===== src/logic/lrft_pkg.sv =====
// Constants, types and command codes of the radio frame transfer block.
// Assumes one 250 MHz system clock and a host that speaks SPI mode 0.
package lrft_pkg;

	// ----------------------------------------
	// Clock and timing
	// ----------------------------------------
	localparam int CLK_MHZ = 250;
	localparam int LQI_TIME_US = 64;
	localparam int CCA_TIME_US = 128;
	localparam int LQI_CYC_DEF = LQI_TIME_US * CLK_MHZ;
	localparam int CCA_CYC_DEF = CCA_TIME_US * CLK_MHZ;

	// ----------------------------------------
	// Frame layout
	// ----------------------------------------
	localparam logic [2:0] PRE_LEN = 3'h4;
	localparam logic [7:0] PRE_BYTE = 8'h00;
	localparam logic [7:0] SFD_BYTE = 8'hA7;
	localparam logic [6:0] FCS_LEN = 7'h02;
	localparam logic [15:0] CRC_POLY = 16'h8408;
	localparam logic [15:0] CRC_INIT = 16'h0000;

	// ----------------------------------------
	// Buffers
	// ----------------------------------------
	localparam int TX_DEPTH = 128;
	localparam int RX_DEPTH = 130;
	localparam logic [7:0] RX_LQI_IDX = 8'h80;
	localparam logic [7:0] RX_CRC_IDX = 8'h81;

	// ----------------------------------------
	// Host commands and interrupt flags
	// ----------------------------------------
	localparam logic [7:0] CMD_WR_TXBUF = 8'h01;
	localparam logic [7:0] CMD_TX_START = 8'h02;
	localparam logic [7:0] CMD_RD_RXBUF = 8'h03;
	localparam logic [7:0] CMD_WR_WORD = 8'h04;
	localparam logic [7:0] CMD_RD_WORD = 8'h05;
	localparam logic [7:0] CMD_RD_STATUS = 8'h06;
	localparam int FLG_RXF = 0;
	localparam int FLG_RXW = 1;
	localparam int FLG_TXD = 2;
	localparam int FLG_TXW = 3;

	typedef enum logic [2:0] {T_IDLE, T_PRE, T_SFD, T_LEN, T_PAY, T_FCL, T_FCH, T_DONE} lrft_tx_t;
	typedef enum logic [1:0] {R_HUNT, R_LEN, R_DATA} lrft_rx_t;

endpackage


===== src/logic/lrft_frame_xfer.sv =====
// Frame transfer core: SPI host port, packet and stream modes, framer,
// deframer with CRC check, link quality and channel energy measurement.
// Assumes modem byte ports on the system clock; SPI pins are asynchronous.
//
// Behaviour
// [RL1] Host talks over four-wire SPI plus one interrupt request line.
// [RL2] Packet mode buffers whole frames in RAM; stream mode moves single words.
// [RL3] Transmit sends four preamble bytes, delimiter, then length field before payload.
// [RL4] Payload is at most 125 bytes; every length up to that works.
// [RL5] Two-byte check sequence is computed and appended after the payload.
// [RL6] Receive finds preamble, delimiter, length, and stores payload and check bytes.
// [RL7] Receive recomputes the check sequence and reports pass or fail.
// [RL8] Link quality is measured over 64 us after the preamble and stored.
// [RL9] Packet receive interrupts once, only when the whole frame is in.
// [RL10] Stream receive interrupts for every received word.
// [RL11] Host fills the transmit buffer fully before asking to transmit.
// [RL12] Packet transmit interrupts when the whole frame has been sent.
// [RL13] Stream transmit interrupts whenever a word can be taken; host supplies it.
// [RL14] Clear channel assessment integrates energy over a fixed interval.
// [RL15] Length field counts payload plus check bytes; receiver ends frame by it.
module lrft_frame_xfer import lrft_pkg::*; #(
	parameter int LQI_CYC = LQI_CYC_DEF,
	parameter int CCA_CYC = CCA_CYC_DEF
) (
	input wire logic i_sys_clk,
	input wire logic i_resetn,
	input wire logic i_spi_sclk,
	input wire logic i_spi_cs_n,
	input wire logic i_spi_mosi,
	output logic o_spi_miso,
	output logic o_spi_miso_oe,
	output logic o_irq_n,
	input wire logic i_stream_mode,
	output logic [7:0] o_tx_byte,
	output logic o_tx_valid,
	input wire logic i_tx_ready,
	input wire logic [7:0] i_rx_byte,
	input wire logic i_rx_valid,
	input wire logic [7:0] i_energy,
	input wire logic i_cca_start,
	input wire logic [7:0] i_cca_thresh,
	output logic o_cca_busy,
	output logic o_cca_done
);

	// ----------------------------------------
	// State
	// ----------------------------------------
	typedef struct packed {
		logic [2:0] sclk_s;
		logic [2:0] cs_s;
		logic [1:0] mosi_s;
		logic [2:0] bitc;
		logic [7:0] sin;
		logic [7:0] sout;
		logic first;
		logic [7:0] cmd;
		logic [7:0] ptr;
		logic [3:0] flg;
		logic irq_n;
		lrft_tx_t ts;
		logic [6:0] tcnt;
		logic [15:0] tcrc;
		logic [7:0] tlen;
		logic txv;
		logic [7:0] txb;
		logic [7:0] hold_tx;
		logic hold_txv;
		logic [7:0] hold_rx;
		lrft_rx_t rs;
		logic [2:0] zc;
		logic [6:0] rlen;
		logic [6:0] rcnt;
		logic [15:0] rcrc;
		logic [7:0] fcs_lo;
		logic crc_ok;
		logic [15:0] lqi_cnt;
		logic [7:0] lqi;
		logic lqi_pend;
		logic [15:0] cca_cnt;
		logic [23:0] cca_sum;
		logic cca_busy;
		logic cca_done;
	} lrft_st_t;

	lrft_st_t s_r;
	lrft_st_t s_nxt;
	logic [7:0] tx_ram [TX_DEPTH];
	logic [7:0] rx_ram [RX_DEPTH];
	logic tx_we;
	logic [6:0] tx_wa;
	logic [7:0] tx_wd;
	logic rx_we;
	logic [7:0] rx_wa;
	logic [7:0] rx_wd;
	logic tx_start;
	logic tx_adv;
	logic tx_busy;

	function automatic logic [15:0] crc_upd(input logic [15:0] c, input logic [7:0] d);
		logic [15:0] r;
		r = c;
		for (int i = 0; i < 8; i++) begin
			r = (r[0] ^ d[i]) ? ((r >> 1) ^ CRC_POLY) : (r >> 1);
		end
		return r;
	endfunction

	function automatic logic [7:0] rx_rd(input logic [7:0] idx, input logic ok);
		logic [7:0] v;
		v = 8'h00;
		if (idx == RX_CRC_IDX) begin
			v = {7'h00, ok};
		end else if (idx < 8'(RX_DEPTH)) begin
			v = rx_ram[idx];
		end
		return v;
	endfunction

	// ----------------------------------------
	// Next state
	// ----------------------------------------
	always_comb begin
		logic rise;
		logic fall;
		logic [7:0] b;
		logic [7:0] d;
		logic go;
		logic [3:0] ev;
		logic [3:0] clr;
		rise = 1'b0;
		fall = 1'b0;
		b = 8'h00;
		d = 8'h00;
		go = 1'b0;
		ev = 4'h0;
		clr = 4'h0;
		s_nxt = s_r;
		tx_we = 1'b0;
		tx_wa = 7'h00;
		tx_wd = 8'h00;
		rx_we = 1'b0;
		rx_wa = 8'h00;
		rx_wd = 8'h00;
		tx_start = 1'b0;
		tx_busy = s_r.ts != T_IDLE;
		tx_adv = !s_r.txv || i_tx_ready;

		// SPI slave, mode 0, sampled by the system clock [RL1]
		s_nxt.sclk_s = {s_r.sclk_s[1:0], i_spi_sclk};
		s_nxt.cs_s = {s_r.cs_s[1:0], i_spi_cs_n};
		s_nxt.mosi_s = {s_r.mosi_s[0], i_spi_mosi};
		rise = s_r.sclk_s[1] && !s_r.sclk_s[2];
		fall = !s_r.sclk_s[1] && s_r.sclk_s[2];
		if (s_r.cs_s[1]) begin
			s_nxt.bitc = 3'h0;
			s_nxt.first = 1'b1;
			s_nxt.sout = 8'h00;
		end else begin
			if (rise) begin
				b = {s_r.sin[6:0], s_r.mosi_s[1]};
				s_nxt.sin = b;
				s_nxt.bitc = s_r.bitc + 3'h1;
				if (s_r.bitc == 3'h7 && s_r.first) begin
					s_nxt.first = 1'b0;
					s_nxt.cmd = b;
					s_nxt.ptr = 8'h00;
					case (b)
						CMD_TX_START: tx_start = 1'b1;
						CMD_RD_STATUS: begin
							s_nxt.sout = {s_r.flg, s_r.crc_ok, s_r.cca_busy, tx_busy, s_r.hold_txv};
							clr = 4'hF;
						end
						CMD_RD_RXBUF: begin
							s_nxt.sout = rx_rd(8'h00, s_r.crc_ok);
							s_nxt.ptr = 8'h01;
						end
						CMD_RD_WORD: begin
							s_nxt.sout = s_r.hold_rx;
							clr[FLG_RXW] = 1'b1;
						end
						default: s_nxt.sout = 8'h00;
					endcase
				end else if (s_r.bitc == 3'h7) begin
					case (s_r.cmd)
						CMD_WR_TXBUF: begin // [RL11]
							tx_we = s_r.ptr < 8'(TX_DEPTH);
							tx_wa = s_r.ptr[6:0];
							tx_wd = b;
							s_nxt.ptr = s_r.ptr + 8'h01;
						end
						CMD_RD_RXBUF: begin
							s_nxt.sout = rx_rd(s_r.ptr, s_r.crc_ok);
							s_nxt.ptr = s_r.ptr + 8'h01;
						end
						CMD_WR_WORD: begin // [RL13]
							s_nxt.hold_tx = b;
							s_nxt.hold_txv = 1'b1;
							clr[FLG_TXW] = 1'b1;
						end
						default: s_nxt.ptr = s_r.ptr;
					endcase
				end
			end
			if (fall && s_r.bitc != 3'h0) begin
				s_nxt.sout = {s_r.sout[6:0], 1'b0};
			end
		end

		// Framer [RL2] [RL3] [RL5]
		if (s_r.txv && i_tx_ready) begin
			s_nxt.txv = 1'b0;
		end
		d = i_stream_mode ? s_r.hold_tx : tx_ram[7'(s_r.tcnt + 7'h01)];
		go = tx_adv && (!i_stream_mode || s_r.hold_txv);
		case (s_r.ts)
			T_IDLE: if (tx_start) begin
				s_nxt.ts = T_PRE;
				s_nxt.tcnt = 7'h00;
				s_nxt.tcrc = CRC_INIT;
				s_nxt.tlen = tx_ram[0];
			end
			T_PRE: if (tx_adv) begin
				s_nxt.txv = 1'b1;
				s_nxt.txb = PRE_BYTE; // [RL3]
				s_nxt.tcnt = s_r.tcnt + 7'h01;
				if (s_r.tcnt == 7'(PRE_LEN - 3'h1)) begin
					s_nxt.ts = T_SFD;
				end
			end
			T_SFD: if (tx_adv) begin
				s_nxt.txv = 1'b1;
				s_nxt.txb = SFD_BYTE; // [RL3]
				s_nxt.ts = T_LEN;
			end
			T_LEN: if (go) begin
				b = i_stream_mode ? s_r.hold_tx : s_r.tlen;
				s_nxt.hold_txv = 1'b0;
				s_nxt.txv = 1'b1;
				s_nxt.txb = b; // [RL15]
				s_nxt.tlen = b;
				s_nxt.tcnt = 7'h00;
				s_nxt.ts = (b[6:0] <= FCS_LEN) ? T_FCL : T_PAY; // [RL4]
			end
			T_PAY: if (go) begin
				s_nxt.hold_txv = 1'b0;
				s_nxt.txv = 1'b1;
				s_nxt.txb = d;
				s_nxt.tcrc = crc_upd(s_r.tcrc, d); // [RL5]
				s_nxt.tcnt = s_r.tcnt + 7'h01;
				if (7'(s_r.tcnt + 7'h01) == 7'(s_r.tlen[6:0] - FCS_LEN)) begin
					s_nxt.ts = T_FCL;
				end
			end
			T_FCL: if (tx_adv) begin
				s_nxt.txv = 1'b1;
				s_nxt.txb = s_r.tcrc[7:0]; // [RL5]
				s_nxt.ts = T_FCH;
			end
			T_FCH: if (tx_adv) begin
				s_nxt.txv = 1'b1;
				s_nxt.txb = s_r.tcrc[15:8];
				s_nxt.ts = T_DONE;
			end
			T_DONE: if (s_r.txv && i_tx_ready) begin
				s_nxt.ts = T_IDLE;
				ev[FLG_TXD] = 1'b1; // [RL12]
			end
			default: s_nxt.ts = T_IDLE;
		endcase
		ev[FLG_TXW] = i_stream_mode && !s_nxt.hold_txv && (s_nxt.ts == T_LEN || s_nxt.ts == T_PAY); // [RL13]

		// Deframer [RL6] [RL7]
		if (i_rx_valid) begin
			case (s_r.rs)
				R_HUNT: begin
					s_nxt.zc = 3'h0;
					if (i_rx_byte == PRE_BYTE) begin
						s_nxt.zc = (s_r.zc < PRE_LEN) ? s_r.zc + 3'h1 : s_r.zc;
					end else if (i_rx_byte == SFD_BYTE && s_r.zc >= PRE_LEN) begin
						s_nxt.rs = R_LEN;
						s_nxt.lqi_cnt = 16'(LQI_CYC); // [RL8]
						s_nxt.lqi = 8'h00;
					end
				end
				R_LEN: begin
					s_nxt.rlen = i_rx_byte[6:0];
					s_nxt.rcnt = 7'h00;
					s_nxt.rcrc = CRC_INIT;
					s_nxt.rs = (i_rx_byte[6:0] < FCS_LEN) ? R_HUNT : R_DATA;
					rx_we = 1'b1;
					rx_wa = 8'h00;
					rx_wd = i_rx_byte;
					s_nxt.hold_rx = i_rx_byte;
					ev[FLG_RXW] = i_stream_mode; // [RL10]
				end
				R_DATA: begin
					rx_we = 1'b1;
					rx_wa = {1'b0, s_r.rcnt} + 8'h01;
					rx_wd = i_rx_byte;
					s_nxt.hold_rx = i_rx_byte;
					ev[FLG_RXW] = i_stream_mode; // [RL10]
					s_nxt.rcnt = s_r.rcnt + 7'h01;
					if (s_r.rcnt < 7'(s_r.rlen - FCS_LEN)) begin
						s_nxt.rcrc = crc_upd(s_r.rcrc, i_rx_byte);
					end
					if (s_r.rcnt == 7'(s_r.rlen - FCS_LEN)) begin
						s_nxt.fcs_lo = i_rx_byte;
					end
					if (s_r.rcnt == 7'(s_r.rlen - 7'h01)) begin // [RL15]
						s_nxt.crc_ok = {i_rx_byte, s_r.fcs_lo} == s_r.rcrc; // [RL7]
						s_nxt.rs = R_HUNT;
						s_nxt.zc = 3'h0;
						ev[FLG_RXF] = !i_stream_mode; // [RL9]
					end
				end
				default: s_nxt.rs = R_HUNT;
			endcase
		end

		// Link quality: peak energy over the window after the preamble [RL8]
		if (s_r.lqi_cnt != 16'h0000) begin
			s_nxt.lqi_cnt = s_r.lqi_cnt - 16'h0001;
			s_nxt.lqi = (i_energy > s_r.lqi) ? i_energy : s_r.lqi;
			s_nxt.lqi_pend = s_r.lqi_cnt == 16'h0001;
		end else if (s_r.lqi_pend && !rx_we) begin
			rx_we = 1'b1;
			rx_wa = RX_LQI_IDX;
			rx_wd = s_r.lqi;
			s_nxt.lqi_pend = 1'b0;
		end

		// Clear channel assessment [RL14]
		if (i_cca_start && s_r.cca_cnt == 16'h0000) begin
			s_nxt.cca_cnt = 16'(CCA_CYC);
			s_nxt.cca_sum = 24'h000000;
			s_nxt.cca_done = 1'b0;
		end else if (s_r.cca_cnt != 16'h0000) begin
			s_nxt.cca_cnt = s_r.cca_cnt - 16'h0001;
			s_nxt.cca_sum = s_r.cca_sum + {16'h0000, i_energy};
			if (s_r.cca_cnt == 16'h0001) begin
				s_nxt.cca_busy = 32'(s_nxt.cca_sum) >= 32'(i_cca_thresh) * 32'(CCA_CYC);
				s_nxt.cca_done = 1'b1;
			end
		end

		// Sticky flags, a new event beats a clear [RL1]
		s_nxt.flg = (s_r.flg & ~clr) | ev;
		s_nxt.irq_n = ~|s_nxt.flg;
	end

	// ----------------------------------------
	// Registers and buffers
	// ----------------------------------------
	always_ff @(posedge i_sys_clk or negedge i_resetn) begin
		if (!i_resetn) begin
			s_r <= '0;
			s_r.sclk_s <= 3'h0;
			s_r.cs_s <= 3'h7;
			s_r.first <= 1'b1;
			s_r.irq_n <= 1'b1;
			s_r.ts <= T_IDLE;
			s_r.rs <= R_HUNT;
		end else begin
			s_r <= s_nxt;
		end
	end

	always_ff @(posedge i_sys_clk) begin
		if (tx_we) begin
			tx_ram[tx_wa] <= tx_wd;
		end
		if (rx_we) begin
			rx_ram[rx_wa] <= rx_wd;
		end
	end

	assign o_spi_miso = s_r.sout[7];
	assign o_spi_miso_oe = !s_r.cs_s[2];
	assign o_irq_n = s_r.irq_n;
	assign o_tx_byte = s_r.txb;
	assign o_tx_valid = s_r.txv;
	assign o_cca_busy = s_r.cca_busy;
	assign o_cca_done = s_r.cca_done;
endmodule


===== config.mk =====
export PLATFORM = sky130hd
export DESIGN_NAME = lrft_frame_xfer
export DESIGN_NICKNAME = d
export VERILOG_FILES = /design/src/logic/lrft_pkg.sv /design/src/logic/lrft_frame_xfer.sv
export SDC_FILE = /design/constraint.sdc
export NUM_CORES = 2
export LEC_CHECK = 0
export BUFFER_PORTS_ARGS = -buffer_cell sky130_fd_sc_hd__buf_2
export CORE_MARGIN = 2
export CORE_UTILIZATION = 40
export CTS_CLUSTER_DIAMETER = 40
export DETAILED_ROUTE_END_ITERATION = 6
export SLEW_MARGIN = 30
export SYNTH_ARGS = -nofsm -noshare
export SYNTH_HDL_FRONTEND = slang
export SYNTH_SLANG_ARGS = --single-unit

===== constraint.sdc =====
create_clock -name i_sys_clk -period 10.63 [get_ports i_sys_clk]
set_input_delay 2.6575 -clock i_sys_clk [delete_from_list [all_inputs] [get_ports i_sys_clk]]
set_output_delay 2.6575 -clock i_sys_clk [all_outputs]
set_load 0.005 [all_outputs]

==> results by group <==
Clocking
  • Later-pin clock latency in the skew report: 0.93 ns
  • TritonCTS Buffers: 295
  • CTS Sinks: 2283
  • TritonCTS clock tree: built
  • Root Driver: clkbuf_16
  • CTS Buffer Depth: 4
  • CTS clk-pin slew, worst paths: 0.06 ns
  • CTS resizes: 0
  • Hold_buf cts: 0
  • Htree depth: 5
  • Setup Buffers After CTS: 0

Floorplan
  • Die width: 489.2 microns
  • Core Rows: 178
  • Core area: 234700 sq um
  • Die height: 489.2 microns
  • Die ar.: 239300 sq um
  • Initial Utilization: 0.4011
  • IO Count: 47

STA
  • Max transition margin: 0.2838
  • Worst Tran Pin Value: 1.072 ns
  • Fin Setup TNS: 0 ns
  • Setup violators final: 0
  • Worst Clk Skew: 0.06757 ns
  • Fin crit period: 6.746 ns
  • Final Cycle Share: 0.6346
  • RSZ-0062 raised after global routing: no
  • Final Hold Vio Count: 0
  • Highest Clock Rate: 148.2 MHz
  • Max-slew violations: 0

Synth
  • Post-synth EDFFs: 2064
  • Synth area leaders: edfxtp_1 (66%), mux4_2 (15%), dfrtp_1 (5.7%), nor2_1 (1.5%), ha_1 (1.3%)
  • Yosys reg bits: 2283
  • Mapped Area: 94160 sq um
  • Most common cell in the netlist: edfxtp_1
  • Syn_area_per_cell: 18.81 sq um
  • Main synth FF type: edfxtp_1
  • Distinct cells, synth: 85
  • Yosys top cell by area: edfxtp_1
  • Post-synth top cells: edfxtp_1 (2064), mux4_2 (632), nor2_1 (365)
  • Async set or reset register ratio after synthesis: 0.09593
  • Top cell type's share of synthesized area: 0.6583
  • Cells after Synth: 5006
  • Yosys Warn Count: 0
  • Seq/Total Area, Yosys: 0.7165

Outcome
  • Status: finished clean

Placed design
  • Routability cong.: 0.8642
  • Port buffer count: 46
  • Post-Place Cells: 8034
  • Placed Area: 98180 sq um
  • HPWL after DPL: 140700 microns

Route
  • Vias post-DR: 48.18k
  • DR DRC count: 0
  • Per-cell routed wire length: 26.96 microns
  • Final wirelength: 230400 microns
  • Drt pass-1 iters: 6
  • Detailed router's first-iteration violation count: 4881
  • Vias per cell: 5.638
  • Final ANT Viol Nets: 0

Global route
  • Global-route wire length before repair: 339500 microns
  • GRT Total Usage: 0.1920
  • Initial antenna violation count: 4
  • Vias in the first global route: 48.77k
  • Total congestion overflow: 0
  • Pin count of the biggest net entering global routing: 157

Worst setup path
  • CP Launch Type: input pin
  • CP Capture Type: register
  • Critical Path RT: 11.37 ns
  • CP Cell Sequence: buf_2 -> fa_1 -> xor2_1 -> ha_1 -> fa_1 -> inv_1 -> fa_1 -> inv_1 -> ha_1 -> o21ai_0 -> a21boi_0 -> o21ai_0 -> a21boi_0 -> o21ai_0 -> nand2b_1 -> xnor2_1 -> ha_1 -> nand4_1 -> o21ai_0 -> nor3_1 -> and3_1 -> o41ai_1 -> a21oi_1 -> o21ai_0
  • Critical path fanouts, max: 6
  • Cell mode on critical path: o21ai_0
  • Max stage delay on crit path: 0.61 ns
  • CP arrival: 7.49 ns
  • Critical Setup Path Class: input pin to register
  • Crit path max-delay cell type: fa_1

Finish
  • Fin cells: 8546
  • Post-route cell area: 107700 sq um
  • Area growth syn-to-layout: 14.39%
  • Nets: 5335
  • Fraction of layout instances using a drive strength above 1: 0.2427

Job
  • MaxCap Viol Count: 0

Min path
  • Hold crit path type: register to register

Pwr
  • Leak: 34.91 nW
  • Maximum vdd drop: 0.3015 mV
  • Pwr dens: 218.1 nW/um^2
## cells by family (layout without fill, tap and decap cells)
logic type / Yosys count / after routing / share of synthesized area
other: 1 / 11 / 0.00003983
muxes: 711 / 711 / 0.1601
buffers and inverters: 361 / 741 / 0.01700
xor gates and xnor gates: 151 / 151 / 0.01494
adders and majority gates: 118 / 118 / 0.01743
AOI/OAI and AO/OA: 385 / 385 / 0.02648
and+or+nand+nor: 996 / 996 / 0.04748
DFF: 2283 / 2283 / 0.7165
## state kept, by name, summed over array words and instances, names as in the netlist
signal	cells
s_r	201
o_spi_miso	1
o_tx_valid	1
o_irq_n	1
o_tx_byte	8
o_cca_done	1
rx_ram	1040
s_nxt	5
o_cca_busy	1
tx_ram	1024
## final timing paths
path,start,to,slack (ns),cells after the start
worst max-delay path,i_cca_thresh[0],o_cca_busy$_DFFE_PN0P_,3.88,24
worst min-delay path,s_nxt[218]$_DFF_PN0_,s_nxt[219]$_DFF_PN0_,0.35,0
worst max register to register,s_r[176]$_DFFE_PN0P_,s_r[199]$_DFFE_PN0P_,5.32,10
worst min register to register,s_nxt[218]$_DFF_PN0_,s_nxt[219]$_DFF_PN0_,0.35,0
max in group asynchronous,i_resetn,s_r[178]$_DFFE_PN0P_,7.40,2
min in group asynchronous,i_resetn,s_r[70]$_DFFE_PN0P_,1.75,1
## final cells by class
cell class	count	area (sq um)
fillers	19770	127000
clock inverters	156	1590
clock buffers	350	7824
multi-input cells	2369	25370
repair buffers	128	1089
well taps	3150	3941
diodes	3	7.507
flip-flops and latches	2283	67490
inverters	107	401.6
## worst max-delay path: cells and delay by family
kind / cells / cell delay, ns
AOI/OAI and AO/OA: 9 / 1.16
buffers and inverters: 3 / 0.24
and+or+nand+nor: 4 / 0.66
xor gates and xnor gates: 2 / 0.32
adders and majority gates: 6 / 2.46
## metrics by stage
| stage | hold WS, ns | setup slack [ns] | power, mW | util |
|---|---|---|---|---|
| floorplan | 0.3312 | 1.072 | 13.11 | - |
| global placement | 0.3374 | 2.930 | 14.07 | 0.4176 |
| detailed placement | 0.3362 | 2.930 | 14.10 | 0.4183 |
| CTS | 0.3499 | 3.861 | 23.68 | 0.4584 |
| global route | 0.3542 | 3.399 | 24.36 | 0.4588 |
| finish | 0.3475 | 3.884 | 23.49 | 0.4588 |
## cells in the final DEF (no fill, tap or decap), drive strengths merged, types with 15 or more instances in the layout
master,count
edfxtp,2064
mux4,632
nor2,365
clkbuf,350
nand2,306
dfrtp,214
inv,155
buf,128
o21ai,122
ha,96
xnor2,85
a21oi,83
nand3,72
xor2,64
clkinv,63
nor3,54
mux2i,40
mux2,39
nand4,32
clkinvlp,28
nand2b,23
fa,22
nor4,21
o31ai,21
and2,20
nor2b,19
o22ai,19
and3,18
bufinv,17
nand3b,15
## per-layer routing
metal / global-route usage / share of wire
met1: 0.2677 / 0.42
met2: 0.3060 / 0.48
met3: 0.03557 / 0.069
met4: 0.06222 / 0.032
met5: 0 / 0
## power breakdown
part           internal [mW]  total [mW]  switching (mW)
clock                   5.74        9.60            3.86
sequential              10.0        10.3           0.254
combinational           1.41        3.62            2.21
total                   17.2        23.5            6.32
No activity file was read; power rests on OpenSTA's default activity.
